### src/core/sample_pkg.sv
// Constants, types and carriers for the sample record builder.
// Assumes one core clock domain and an APB register port.
package sample_pkg;

	// ----------------------------------------
	// Counter set
	// ----------------------------------------
	localparam int NGP = 4;
	localparam int NFIX = 4;
	localparam int NCNT = NGP + NFIX;

	// ----------------------------------------
	// Register offsets and fields
	// ----------------------------------------
	localparam logic [11:0] OFS_CFG_LO = 12'h000;
	localparam logic [11:0] OFS_CFG_HI = 12'h004;
	localparam logic [11:0] OFS_SAMPLE_EN = 12'h008;
	localparam logic [11:0] OFS_ADAPT = 12'h00C;
	localparam logic [11:0] OFS_STATUS = 12'h010;
	localparam logic [11:0] OFS_RELOAD_BASE = 12'h040;
	localparam int FIX_LSB = 16;
	localparam int STAT_BUSY = 0;
	localparam int STAT_OUT_VALID = 1;
	localparam int STAT_COUNT_LSB = 16;
	localparam logic [47:0] CFG_RESET = 48'h0000_0000_0000;

	// Group select bits and branch depth field
	localparam int SEL_MEM = 0;
	localparam int SEL_GREG = 1;
	localparam int SEL_VEC = 2;
	localparam int SEL_BR = 3;
	localparam int SEL_CNT = 4;
	localparam int BR_LSB = 24;
	localparam int BR_W = 8;

	// ----------------------------------------
	// Record layout
	// ----------------------------------------
	localparam int WORD_BYTES = 8;
	localparam int MASK_FIX_LSB = 32;
	localparam int VA_MSB = 47;
	localparam logic [9:0] BASIC_WORDS = 10'h004;
	localparam logic [9:0] MEM_WORDS = 10'h004;
	localparam logic [9:0] GREG_WORDS = 10'h012;
	localparam logic [9:0] GREG_LEGACY_LO = 10'h002;
	localparam logic [9:0] GREG_EXT_LO = 10'h00A;
	localparam logic [9:0] VEC_WORDS = 10'h020;
	localparam logic [9:0] VEC_HIGH_LO = 10'h010;
	localparam logic [9:0] BR_WORDS_PER = 10'h003;
	localparam logic [9:0] CNT_WORDS = 10'h008;

	typedef enum logic [2:0] {
		ST_IDLE = 3'b001,
		ST_EMIT = 3'b010,
		ST_RELOAD = 3'b100
	} fsm_t;

	typedef enum logic [5:0] {
		GRP_NONE = 6'h00,
		GRP_BASIC = 6'h01,
		GRP_MEM = 6'h02,
		GRP_GREG = 6'h04,
		GRP_VEC = 6'h08,
		GRP_BR = 6'h10,
		GRP_CNT = 6'h20
	} grp_t;

	// ----------------------------------------
	// Carriers
	// ----------------------------------------
	typedef struct packed {
		logic psel;
		logic penable;
		logic pwrite;
		logic [11:0] paddr;
		logic [31:0] pwdata;
	} apb_req_t;

	typedef struct packed {
		logic pready;
		logic pslverr;
		logic [31:0] prdata;
	} apb_rsp_t;

	typedef struct packed {
		logic [63:0] addr;
		logic is_store;
		logic [63:0] load_source;
		logic [63:0] store_status;
		logic [63:0] latency;
		logic [31:0] tx_cycles;
		logic [31:0] tx_abort;
	} mem_info_t;

	typedef struct packed {
		logic valid;
		logic last;
		logic [63:0] data;
	} rec_out_t;

	typedef struct packed {
		logic stb;
		logic [2:0] sel;
		logic [31:0] value;
	} reload_t;

endpackage : sample_pkg

### src/core/reload_mem.sv
// Table of counter reload values, one word per counter.
// Assumes writes and reads on the same core clock; read data registered.
module reload_mem (
	input wire logic CORE_CLK,
	input wire logic NRST,
	input wire logic WE,
	input wire logic [2:0] WADDR,
	input wire logic [31:0] WDATA,
	input wire logic [2:0] RADDR,
	output logic [31:0] RDATA
);
	import sample_pkg::*;

	typedef struct packed {
		logic [NCNT-1:0][31:0] mem;
		logic [31:0] rdata;
	} mem_state_t;

	mem_state_t st_q;
	mem_state_t st_d;

	// Write port and registered read
	always_comb begin
		st_d = st_q;
		if (WE) begin
			st_d.mem[WADDR] = WDATA;
		end
		st_d.rdata = st_q.mem[RADDR];
	end

	// State register
	always_ff @(posedge CORE_CLK) begin
		if (!NRST) begin
			st_q <= '0;
		end else begin
			st_q <= st_d;
		end
	end

	assign RDATA = st_q.rdata;

endmodule : reload_mem

### src/core/sample_builder.sv
// Event sample record builder: packs basic and optional groups into
// a stream of 64-bit words. Assumes the core answers STATE_DATA in the
// same cycle for the group and index shown, and holds its committed
// state while CORE_HOLD is high.
//
// Our own choices: the APB register port and the placing of the registers.

module sample_builder (
	input wire logic CORE_CLK,
	input wire logic NRST,
	input wire sample_pkg::apb_req_t APB_REQ,
	output sample_pkg::apb_rsp_t APB_RSP,
	input wire logic [sample_pkg::NGP-1:0] OVF_GP,
	input wire logic [sample_pkg::NFIX-1:0] OVF_FIX,
	input wire logic [sample_pkg::NGP-1:0] MEM_EVENT_GP,
	input wire logic [63:0] TRIG_IP,
	input wire logic [63:0] TIMESTAMP,
	input wire sample_pkg::mem_info_t MEM_INFO,
	input wire logic MODE64,
	input wire logic VEC_ENABLE,
	output logic CORE_HOLD,
	output sample_pkg::grp_t STATE_GROUP,
	output logic [9:0] STATE_INDEX,
	input wire logic [63:0] STATE_DATA,
	output sample_pkg::rec_out_t REC_OUT,
	input wire logic REC_READY,
	output sample_pkg::reload_t RELOAD
);
	import sample_pkg::*;

	// ----------------------------------------
	// Helpers
	// ----------------------------------------
	// Words in one group for the given branch depth
	function automatic logic [9:0] group_words(grp_t g, logic [9:0] brn);
		logic [9:0] n;
		n = 10'h000;
		case (g)
			GRP_BASIC: n = BASIC_WORDS;
			GRP_MEM: n = MEM_WORDS;
			GRP_GREG: n = GREG_WORDS;
			GRP_VEC: n = VEC_WORDS;
			GRP_BR: n = brn * BR_WORDS_PER;
			GRP_CNT: n = CNT_WORDS;
			default: n = 10'h000;
		endcase
		return n;
	endfunction : group_words

	// Next included group after the current one, in fixed order
	function automatic grp_t next_group(grp_t g, logic [5:0] incl);
		grp_t r;
		r = GRP_NONE;
		for (int i = 5; i >= 0; i--) begin
			if (incl[i] && (6'(6'h01 << i) > g)) begin
				r = grp_t'(6'(6'h01 << i));
			end
		end
		return r;
	endfunction : next_group

	// Address decode of one register word
	function automatic logic is_reload(logic [11:0] a);
		return (a >= OFS_RELOAD_BASE) &&
			(a < OFS_RELOAD_BASE + 12'(4 * NCNT)) && (a[1:0] == 2'b00);
	endfunction : is_reload

	function automatic logic is_mapped(logic [11:0] a);
		return (a == OFS_CFG_LO) || (a == OFS_CFG_HI) ||
			(a == OFS_SAMPLE_EN) || (a == OFS_ADAPT) ||
			(a == OFS_STATUS) || is_reload(a);
	endfunction : is_mapped

	// ----------------------------------------
	// State
	// ----------------------------------------
	typedef struct packed {
		fsm_t state;
		grp_t grp;
		logic [9:0] idx;
		logic [5:0] incl;
		logic [9:0] brn;
		logic [47:0] fmt;
		logic [15:0] size;
		logic [63:0] ip;
		logic [63:0] timestamp_counter;
		logic [NCNT-1:0] trig;
		logic [63:0] maddr;
		logic [63:0] maux;
		logic [63:0] mlat;
		logic [63:0] mtx;
		logic [NGP-1:0] pend_gp;
		logic [NFIX-1:0] pend_fix;
		logic [47:0] cfg;
		logic [NGP-1:0] gp_en;
		logic [NFIX-1:0] fix_en;
		logic [NGP-1:0] gp_adapt;
		logic [NFIX-1:0] fix_adapt;
		logic [31:0] prdata;
		logic [15:0] count;
		logic [3:0] ridx;
		logic rl_vld;
		logic [2:0] rl_idx;
		rec_out_t out;
	} state_t;

	state_t st_q;
	state_t st_d;
	logic [31:0] rl_value;
	logic mem_we;
	logic [2:0] mem_waddr;
	logic [63:0] mask64;

	// Counter table of reload values
	reload_mem u_reload (
		.CORE_CLK(CORE_CLK),
		.NRST(NRST),
		.WE(mem_we),
		.WADDR(mem_waddr),
		.WDATA(APB_REQ.pwdata),
		.RADDR(st_q.ridx[2:0]),
		.RDATA(rl_value)
	);

	// Triggering counters: general from bit 0, fixed from bit MASK_FIX_LSB
	always_comb begin
		mask64 = '0;
		mask64[NGP-1:0] = st_q.trig[NGP-1:0];
		mask64[MASK_FIX_LSB +: NFIX] = st_q.trig[NCNT-1:NGP];
	end

	// ----------------------------------------
	// Next state
	// ----------------------------------------
	always_comb begin
		logic wr;
		logic [NGP-1:0] new_gp;
		logic [NFIX-1:0] new_fix;
		logic adaptive;
		logic [47:0] cfg_eff;
		logic [5:0] incl;
		logic [9:0] brn;
		logic [15:0] bytes;
		logic [63:0] word;
		logic load;
		grp_t ng;
		wr = 1'b0;
		new_gp = '0;
		new_fix = '0;
		adaptive = 1'b0;
		cfg_eff = '0;
		incl = '0;
		brn = '0;
		bytes = '0;
		word = '0;
		load = 1'b0;
		ng = GRP_NONE;
		st_d = st_q;
		mem_we = 1'b0;
		mem_waddr = 3'(APB_REQ.paddr[11:2] - OFS_RELOAD_BASE[11:2]);

		// Register writes and setup-phase read capture
		wr = APB_REQ.psel && APB_REQ.penable && APB_REQ.pwrite;
		if (wr) begin
			case (APB_REQ.paddr)
				OFS_CFG_LO: st_d.cfg[31:0] = APB_REQ.pwdata;
				OFS_CFG_HI: st_d.cfg[47:32] = APB_REQ.pwdata[15:0];
				OFS_SAMPLE_EN: begin
					st_d.gp_en = APB_REQ.pwdata[NGP-1:0];
					st_d.fix_en = APB_REQ.pwdata[FIX_LSB +: NFIX];
				end
				OFS_ADAPT: begin
					st_d.gp_adapt = APB_REQ.pwdata[NGP-1:0];
					st_d.fix_adapt = APB_REQ.pwdata[FIX_LSB +: NFIX];
				end
				default: mem_we = is_reload(APB_REQ.paddr);
			endcase
		end
		if (APB_REQ.psel && !APB_REQ.penable) begin
			st_d.prdata = '0;
			case (APB_REQ.paddr)
				OFS_CFG_LO: st_d.prdata = st_q.cfg[31:0];
				OFS_CFG_HI: st_d.prdata[15:0] = st_q.cfg[47:32];
				OFS_SAMPLE_EN: begin
					st_d.prdata[NGP-1:0] = st_q.gp_en;
					st_d.prdata[FIX_LSB +: NFIX] = st_q.fix_en;
				end
				OFS_ADAPT: begin
					st_d.prdata[NGP-1:0] = st_q.gp_adapt;
					st_d.prdata[FIX_LSB +: NFIX] = st_q.fix_adapt;
				end
				OFS_STATUS: begin
					st_d.prdata[STAT_BUSY] = st_q.state != ST_IDLE;
					st_d.prdata[STAT_OUT_VALID] = st_q.out.valid;
					st_d.prdata[STAT_COUNT_LSB +: 16] = st_q.count;
				end
				default: st_d.prdata = '0;
			endcase
		end

		// Overflows of enabled counters wait until taken
		new_gp = OVF_GP & st_q.gp_en;
		new_fix = OVF_FIX & st_q.fix_en;
		adaptive = |(st_q.pend_gp & st_q.gp_adapt) |
			|(st_q.pend_fix & st_q.fix_adapt);
		cfg_eff = adaptive ? st_q.cfg : 48'h0000_0000_0000;
		incl = {cfg_eff[SEL_CNT], cfg_eff[SEL_BR], cfg_eff[SEL_VEC],
			cfg_eff[SEL_GREG], cfg_eff[SEL_MEM], 1'b1};
		brn = 10'(cfg_eff[BR_LSB +: BR_W]) + 10'h001;
		for (int i = 0; i < 6; i++) begin
			if (incl[i]) begin
				bytes = bytes + 16'(group_words(grp_t'(6'(6'h01 << i)),
					brn)) * 16'(WORD_BYTES);
			end
		end

		// Output word register accepts a new word when free
		if (REC_READY) begin
			st_d.out.valid = 1'b0;
		end
		load = !st_q.out.valid || REC_READY;

		// Word of the current group and index
		unique case (st_q.grp)
			GRP_BASIC: begin
				unique case (st_q.idx[1:0])
					2'h0: word = {st_q.size, st_q.fmt};
					2'h1: word = st_q.ip;
					2'h2: word = mask64;
					2'h3: word = st_q.timestamp_counter;
				endcase
			end
			GRP_MEM: begin
				unique case (st_q.idx[1:0])
					2'h0: word = st_q.maddr;
					2'h1: word = st_q.maux;
					2'h2: word = st_q.mlat;
					2'h3: word = st_q.mtx;
				endcase
			end
			GRP_GREG: begin
				word = STATE_DATA;
				if (!MODE64 && st_q.idx >= GREG_EXT_LO) begin
					word = '0;
				end else if (!MODE64 && st_q.idx >= GREG_LEGACY_LO) begin
					word[63:32] = '0;
				end
			end
			GRP_VEC: begin
				word = STATE_DATA;
				if (!VEC_ENABLE || (!MODE64 && st_q.idx >= VEC_HIGH_LO)) begin
					word = '0;
				end
			end
			GRP_BR, GRP_CNT: word = STATE_DATA;
			GRP_NONE: word = '0;
		endcase
		ng = next_group(st_q.grp, st_q.incl);

		// Reload pipeline: table read lags the index by one cycle
		st_d.rl_vld = 1'b0;
		st_d.rl_idx = st_q.ridx[2:0];

		unique case (st_q.state)
			ST_IDLE: begin
				if ((|st_q.pend_gp) || (|st_q.pend_fix)) begin
					st_d.state = ST_EMIT;
					st_d.grp = GRP_BASIC;
					st_d.idx = '0;
					st_d.incl = incl;
					st_d.brn = brn;
					st_d.fmt = cfg_eff;
					st_d.size = bytes;
					st_d.ip = TRIG_IP;
					st_d.timestamp_counter = TIMESTAMP;
					st_d.trig = {st_q.pend_fix, st_q.pend_gp};
					st_d.maddr = {{(63 - VA_MSB){MEM_INFO.addr[VA_MSB]}},
						MEM_INFO.addr[VA_MSB:0]};
					st_d.maux = '0;
					st_d.mlat = '0;
					if (|(st_q.pend_gp & MEM_EVENT_GP)) begin
						st_d.maux = MEM_INFO.is_store ?
							MEM_INFO.store_status :
							MEM_INFO.load_source;
						st_d.mlat = MEM_INFO.latency;
					end
					st_d.mtx = {MEM_INFO.tx_abort, MEM_INFO.tx_cycles};
					st_d.pend_gp = '0;
					st_d.pend_fix = '0;
				end
			end
			ST_EMIT: begin
				if (load) begin
					st_d.out.valid = 1'b1;
					st_d.out.data = word;
					st_d.out.last = 1'b0;
					if (st_q.idx == group_words(st_q.grp, st_q.brn) - 10'h001) begin
						st_d.idx = '0;
						st_d.grp = ng;
						if (ng == GRP_NONE) begin
							st_d.out.last = 1'b1;
							st_d.state = ST_RELOAD;
							st_d.ridx = '0;
							st_d.count = st_q.count + 16'h0001;
						end
					end else begin
						st_d.idx = st_q.idx + 10'h001;
					end
				end
			end
			ST_RELOAD: begin
				st_d.rl_vld = st_q.trig[st_q.ridx[2:0]];
				st_d.ridx = st_q.ridx + 4'h1;
				if (st_q.ridx == 4'(NCNT - 1)) begin
					st_d.state = ST_IDLE;
					st_d.grp = GRP_NONE;
				end
			end
		endcase

		// New overflows are never lost to the take
		st_d.pend_gp = st_d.pend_gp | new_gp;
		st_d.pend_fix = st_d.pend_fix | new_fix;
	end

	// ----------------------------------------
	// State register
	// ----------------------------------------
	always_ff @(posedge CORE_CLK) begin
		if (!NRST) begin
			st_q <= '0;
			st_q.state <= ST_IDLE;
			st_q.grp <= GRP_NONE;
			st_q.cfg <= CFG_RESET;
		end else begin
			st_q <= st_d;
		end
	end

	// ----------------------------------------
	// Outputs
	// ----------------------------------------
	// Bus answer: zero wait, error on unmapped address
	assign APB_RSP.pready = 1'b1;
	assign APB_RSP.pslverr = APB_REQ.psel && APB_REQ.penable &&
		!is_mapped(APB_REQ.paddr);
	assign APB_RSP.prdata = st_q.prdata;

	// Core holds committed state for the whole record
	assign CORE_HOLD = st_q.state != ST_IDLE;
	assign STATE_GROUP = st_q.grp;
	assign STATE_INDEX = st_q.idx;
	assign REC_OUT = st_q.out;

	// Reload strobe per triggering counter
	assign RELOAD.stb = st_q.rl_vld;
	assign RELOAD.sel = st_q.rl_idx;
	assign RELOAD.value = rl_value;

endmodule : sample_builder

### config.mk
export PLATFORM = sky130hd
export DESIGN_NAME = sample_builder
export DESIGN_NICKNAME = d
export VERILOG_FILES = /design/src/core/sample_pkg.sv /design/src/core/reload_mem.sv /design/src/core/sample_builder.sv
export SDC_FILE = /design/constraint.sdc
export NUM_CORES = 2
export LEC_CHECK = 0
export BUFFER_PORTS_ARGS = -buffer_cell sky130_fd_sc_hd__buf_2
export CORE_AREA = 2 2 285 287
export DETAILED_ROUTE_END_ITERATION = 8
export DIE_AREA = 0 0 287 289
export PLACE_DENSITY = 0.76
export SKIP_LAST_GASP = 1
export SYNTH_ARGS = -nofsm -noshare
export SYNTH_HDL_FRONTEND = slang
export SYNTH_SLANG_ARGS = --single-unit
### constraint.sdc
create_clock -name CORE_CLK -period 5.7 [get_ports CORE_CLK]
set_clock_uncertainty 0.05 [all_clocks]
set_input_delay 0.855 -clock CORE_CLK [delete_from_list [all_inputs] [get_ports CORE_CLK]]
set_output_delay 0.855 -clock CORE_CLK [all_outputs]
set_load 0.02 [all_outputs]
# ---- Word level (Yosys, flattened, before mapping)
# Cells that the tools add are included.
dict set report word_totals {
  elab_cells 215
  in_bits 577
  ff_bits 956
}
dict set report op_classes {
  n_mux 61
  eq_ne 24
  n_addsub 11
  bitwise 8
  order_cmp 14
  multipliers 2
  reduce_logical 56
}
# cell count
set ops {}
lappend ops {{64-bit case mux with 4 select lines} 2}
lappend ops {{499-bit two-way mux} 1}
lappend ops {{64-bit case mux with 6 select lines} 1}
lappend ops {{256-bit bitwise mux} 1}
lappend ops {{32-bit two-way mux} 5}
lappend ops {{66-bit two-way mux} 2}
lappend ops {{128-bit two-way mux} 1}
lappend ops {{64-bit two-way mux} 2}
lappend ops {{32-bit binary-select mux with 3-bit select} 1}
lappend ops {{32-bit demux with 3-bit select} 1}
lappend ops {{10-bit two-way mux} 8}
lappend ops {{16-bit by 13-bit adder with 16-bit output} 4}
lappend ops {{16-bit two-way mux} 4}
lappend ops {{10-bit case mux with 5 select lines} 1}
lappend ops {{48-bit two-way mux} 1}
lappend ops {{12-bit case mux with 2 select lines} 2}
lappend ops {{6-bit two-way mux} 6}
lappend ops {{9-bit case mux with 3 select lines} 1}
lappend ops {{12-bit by 4-bit == test with 1-bit output, second input constant} 2}
lappend ops {{4-bit OR reduction} 6}
lappend ops {{4-bit AND} 5}
lappend ops {{9-bit by 2-bit multiplier with 10-bit output, second input constant} 2}
lappend ops {{10-bit case mux with 2 select lines} 1}
lappend ops {{19-bit two-way mux} 1}
lappend ops {{62 further kinds} 115}

# ---- Depth between registers and ports, before layout
dict set report logic_depth {
  word_depth 18
  depth_mapped 23
}

# ---- Modules after synthesis
# From an unflattened synthesis, not the netlist that was laid out.
dict set report unflattened {
  cells_unflattened 5384
  hier_area_um2 43794.5
}
# mod area_per_inst_um2 cells_each seq_area_each_um2 instances
set modules_own_cells {}
lappend modules_own_cells {sample_builder 30720.7 3934 13192.7 1}
lappend modules_own_cells {reload_mem 13073.8 1450 5765.5 1}

# ---- Worst setup path after synthesis
# Ideal clock, no wire load.
dict set report synth_path {
  path_type {flip-flop to flip-flop}
  from {register st_q[124] in the netlist's numbering}
  to {register st_q[598] in the netlist's numbering}
  path_slack_ns 0.685
  path_stages_with_launch 23
  period_less_slack_ns 5.015
  arrival_ns 4.828
  required_ns 5.513
  cell_sequence {dfxtp_1 -> a22o_1 -> or4_1 -> clkbuf_1 -> clkbuf_1 -> nand2_1 -> inv_1 -> ha_1 -> clkbuf_1 -> xnor2_1 -> fa_1 -> ha_1 -> a21o_1 -> a21oi_1 -> xnor2_1 -> mux2i_1 -> nor2_1 -> ha_1 -> nand3_1 -> nor4b_2 -> or3b_1 -> o221ai_1 -> a31oi_1}
}
dict set report synth_between {
  elab_chain_len 13
}
# item line
set synth_rtl {}
lappend synth_rtl {{start: declaration} sample_builder.sv:107} ;# state_t st_q;
lappend synth_rtl {{start signal: assignment} sample_builder.sv:336} ;# st_q <= st_d;
lappend synth_rtl {{4-bit AND *} sample_builder.sv:205} ;# |(st_q.pend_fix & st_q.fix_adapt);
lappend synth_rtl {{4-bit OR reduction *} sample_builder.sv:205}
lappend synth_rtl {{1-bit bitwise OR *} sample_builder.sv:205}
lappend synth_rtl {{48-bit two-way mux *} sample_builder.sv:206} ;# cfg_eff = adaptive ? st_q.cfg : 48'h0000_0000_0000;
lappend synth_rtl {{branches (longest 8 deep; another with 16-bit by 13-bit adder with 16-bit output)} n/a}
lappend synth_rtl {{16-bit two-way mux *} sample_builder.sv:211} ;# if (incl[i]) begin
# Every way passes the cells marked *. The select of a mux whose other input is x is not followed.
# A chain may end at the register's enable or synchronous reset.

# ---- Worst setup path in the final report
# Ends and elaborated chain as after synthesis.

==> metrics.txt <==
async set-reset flop share out of synthesis 0%; part of the power in the clock network 49.7%; Hold EP st_q[499]; # DRC 0; Hold Path Stages 3; Vias 40650; Comb pwr share 3.6%; synthesized cell area 0.04242 mm²; reg2reg setup slack 470 ps; Avg WL per Cell about 23 µm; Synth cell types 83; crit share post-route 91.76%; drt pass-1 iters 9; Final min period 5230 ps; initial antenna violation count 68; CP arrival between 5000 and 6000 ps; Clock Latency Late Sink between 600 and 700 ps; Area Growth Syn to Fin 15.40%; Die W about 290 µm; outcome completed; Reg clk slew, reported paths 60 ps; routability cong. 0.9600; CP startpoint kind register; RR Startpoint st_q[124]; Initial Util 53.10%; # IOs 730; Synth Instances between 5000 and 6000; Setup crit end kind register; overall routing resource usage 35.70%; Yosys reg bits about 950; TritonCTS clock tree yes; worst-margin pin slew roughly 1200 ps; number of synthesis warnings 0; pwr/cell area 290.3 mW/mm²; CP Class reg2reg; Main synth FF type dfxtp_1; clock tree buffer depth 3; max-cap check violation count 0; Resize count post-CTS 0; Worst R2R End st_q[598]; fin nets 6160; Slew HR 18.81%; DPL Wire Length 106.7 mm; RSZ-0062 raised after global routing false; final worst slack 469.8 ps; Post-CTS Hold Buffers 0; H-tree levels 3; CP max FO 4; sequential share of power about 47%; cts bufs inserted 98; sw frac 22.60%; NetSw 3.212 mW; final instance area 0.04896 mm²; Leak Pwr between 15 and 20 nW; Core ar. 0.07990 mm²; Final setup viols 0; Detailed Route WL 156.0 mm; register area share after synthesis around 45%; Avg Synthesized Cell Area 8.006 µm²; Cells after DPL around 6500; antenna viol nets, final 0; share of cells above drive strength 1 19.20%; share of the core filled with cells between 60% and 70%; die area roughly 0.083 mm²; initial DRC count 5501; Post-synth EDFFs 0; total power 14.21 mW; first-pass GRT wire length 227.8 mm; Die H 289 µm; via density per instance about 6; grt ovf 0; Final Hold Fails 0; WP data required just over 6000 ps; Non-Filler Instances 6755; # port buffers 712; vias in the first global route 37320; worst hold margin roughly 360 ps; Setup TNS Final 0 ps; site row count 104; post-CTS setup buffers 0; largest net degree at the start of global routing 152; Mapped Nets 5909; Worst Reg-to-Reg Cells 19; fmax 0.1912 GHz; HP Start TIMESTAMP[41]; Max IR drop VDD 317.4 µV; placed cell areas 0.04522 mm²; Pint 11.00 mW; Root Buffer clkbuf_16; type of the most critical hold path in2reg; Slew Limit Fails 0; Clock Sinks 947; Post-Place Setup Slack 594.3 ps
[per-layer routing]
layer | part of all wire (%) | global-route usage (%) | up-vias
met1 | 38 | 45.39 | 19180
met3 | 9.9 | 7.299 | 418
met5 | 0.046 | 0 | -
li1 | - | - | 18810
met2 | 46 | 55.87 | 2229
met4 | 5.9 | 22.12 | 10
[logic make-up (layout without fill, tap and decap cells)]
group / after synthesis / count (layout) / share of synthesized area (%)
and+or+nand+nor: 2041 / 2041 / 19.68
AOI/OAI and AO/OA: 1374 / 1374 / 19.64
DFF: 947 / 947 / 44.69
buffers and inverters: 650 / 985 / 7.128
muxes: 206 / 206 / 6.860
xor gates and xnor gates: 47 / 47 / 0.9703
adders and majority gates: 33 / 33 / 1.026
other: 1 / 62 / 0.008839
[cell usage after synthesis, types with 18 or more instances]
master | n | area share [%]
dfxtp_1 | 947 | 45
and3_1 | 18 | 0.27
xnor2_1 | 27 | 0.56
a22oi_1 | 88 | 1.6
xor2_1 | 20 | 0.41
nor3_1 | 111 | 1.3
mux2_2 | 18 | 0.48
buf_4 | 151 | 2.7
o21ai_0 | 150 | 1.8
a221o_1 | 39 | 0.92
a222oi_1 | 57 | 1.3
mux4_2 | 66 | 3.5
ha_1 | 30 | 0.88
mux2i_1 | 122 | 2.9
clkbuf_1 | 432 | 3.8
buf_1 | 32 | 0.28
nand3_1 | 109 | 1.3
a221oi_1 | 76 | 1.6
a21oi_1 | 802 | 9.5
a211oi_1 | 59 | 1.0
nand2_1 | 1341 | 12
nor2_1 | 351 | 3.1
inv_1 | 25 | 0.22
[area by class of cell]
cell class                 instances  area (µm²)
antenna                           61       152.6
clock buffer                     125        2674
clock inverter                    59       910.9
fill                            7067       30940
inverter                          26       105.1
multi-input combinational       3702       20610
sequential                       947       18960
tap                             1060        1326
timing repair buffer             775        4214
[flip-flops by register name, indices dropped and copies added (netlist names)]
| name | count |
|---|---|
| APB_RSP | 32 |
| REC_OUT | 66 |
| RELOAD | 4 |
| STATE_GROUP | 6 |
| STATE_INDEX | 10 |
| mask64 | 8 |
| st_d | 3 |
| st_q | 530 |
| u_reload.RDATA | 32 |
| u_reload.st_q | 256 |
[power groups by stage]
stage / registers [mW] / logic, mW / clock network [mW]
after global routing: 6.62 / 0.537 / 7.40
final: 6.63 / 0.513 / 7.07
after detailed placement: 6.78 / 0.498 / 0
after global placement: 6.78 / 0.500 / 0
after floorplan: 6.77 / 0.206 / 0
after CTS: 6.63 / 0.501 / 7.09
[placed cells by master (no fill, tap or decap), types with 18 or more instances in the layout]
cell,count
a22oi_1,88
mux2i_1,122
xor2_1,20
bufinv_16,18
nor3_1,110
nand2_1,1337
a222oi_1,57
buf_2,711
dfxtp_1,944
clkbuf_16,98
buf_4,50
o21ai_0,150
clkinv_2,21
diode_2,61
mux4_2,66
nor2_1,346
inv_1,25
a211oi_1,59
ha_1,26
a221oi_1,76
xnor2_1,27
mux2_2,18
a221o_1,39
a21oi_1,802
nand3_1,106
[critical path: stages (launching register included)]
cell      delay, ps
dfxtp_1         320
a22o_1          270
or4_1           640
nand2_1         170
inv_1           100
ha_1            210
xnor2_1         380
fa_1            510
ha_1            280
a21o_1          180
a21oi_1         240
xnor2_1         150
mux2i_1         110
nor2_1          170
ha_1            170
nand3_1         130
nor4b_2         320
or3b_1          400
o221ai_1        170
a31oi_1          50
[how the worst max path moves through the flow]
stage / startpoint / end / depth (start not counted)
after floorplan: st_q[124] / st_q[598] / 22
after global placement: st_q[124] / st_q[598] / 19
after detailed placement: st_q[124] / st_q[598] / 19
after CTS: st_q[188] / st_q[598] / 19
after global routing: st_q[188] / st_q[598] / 19
final: st_q[124] / st_q[598] / 19
Power figures use the tool's default switching activity.
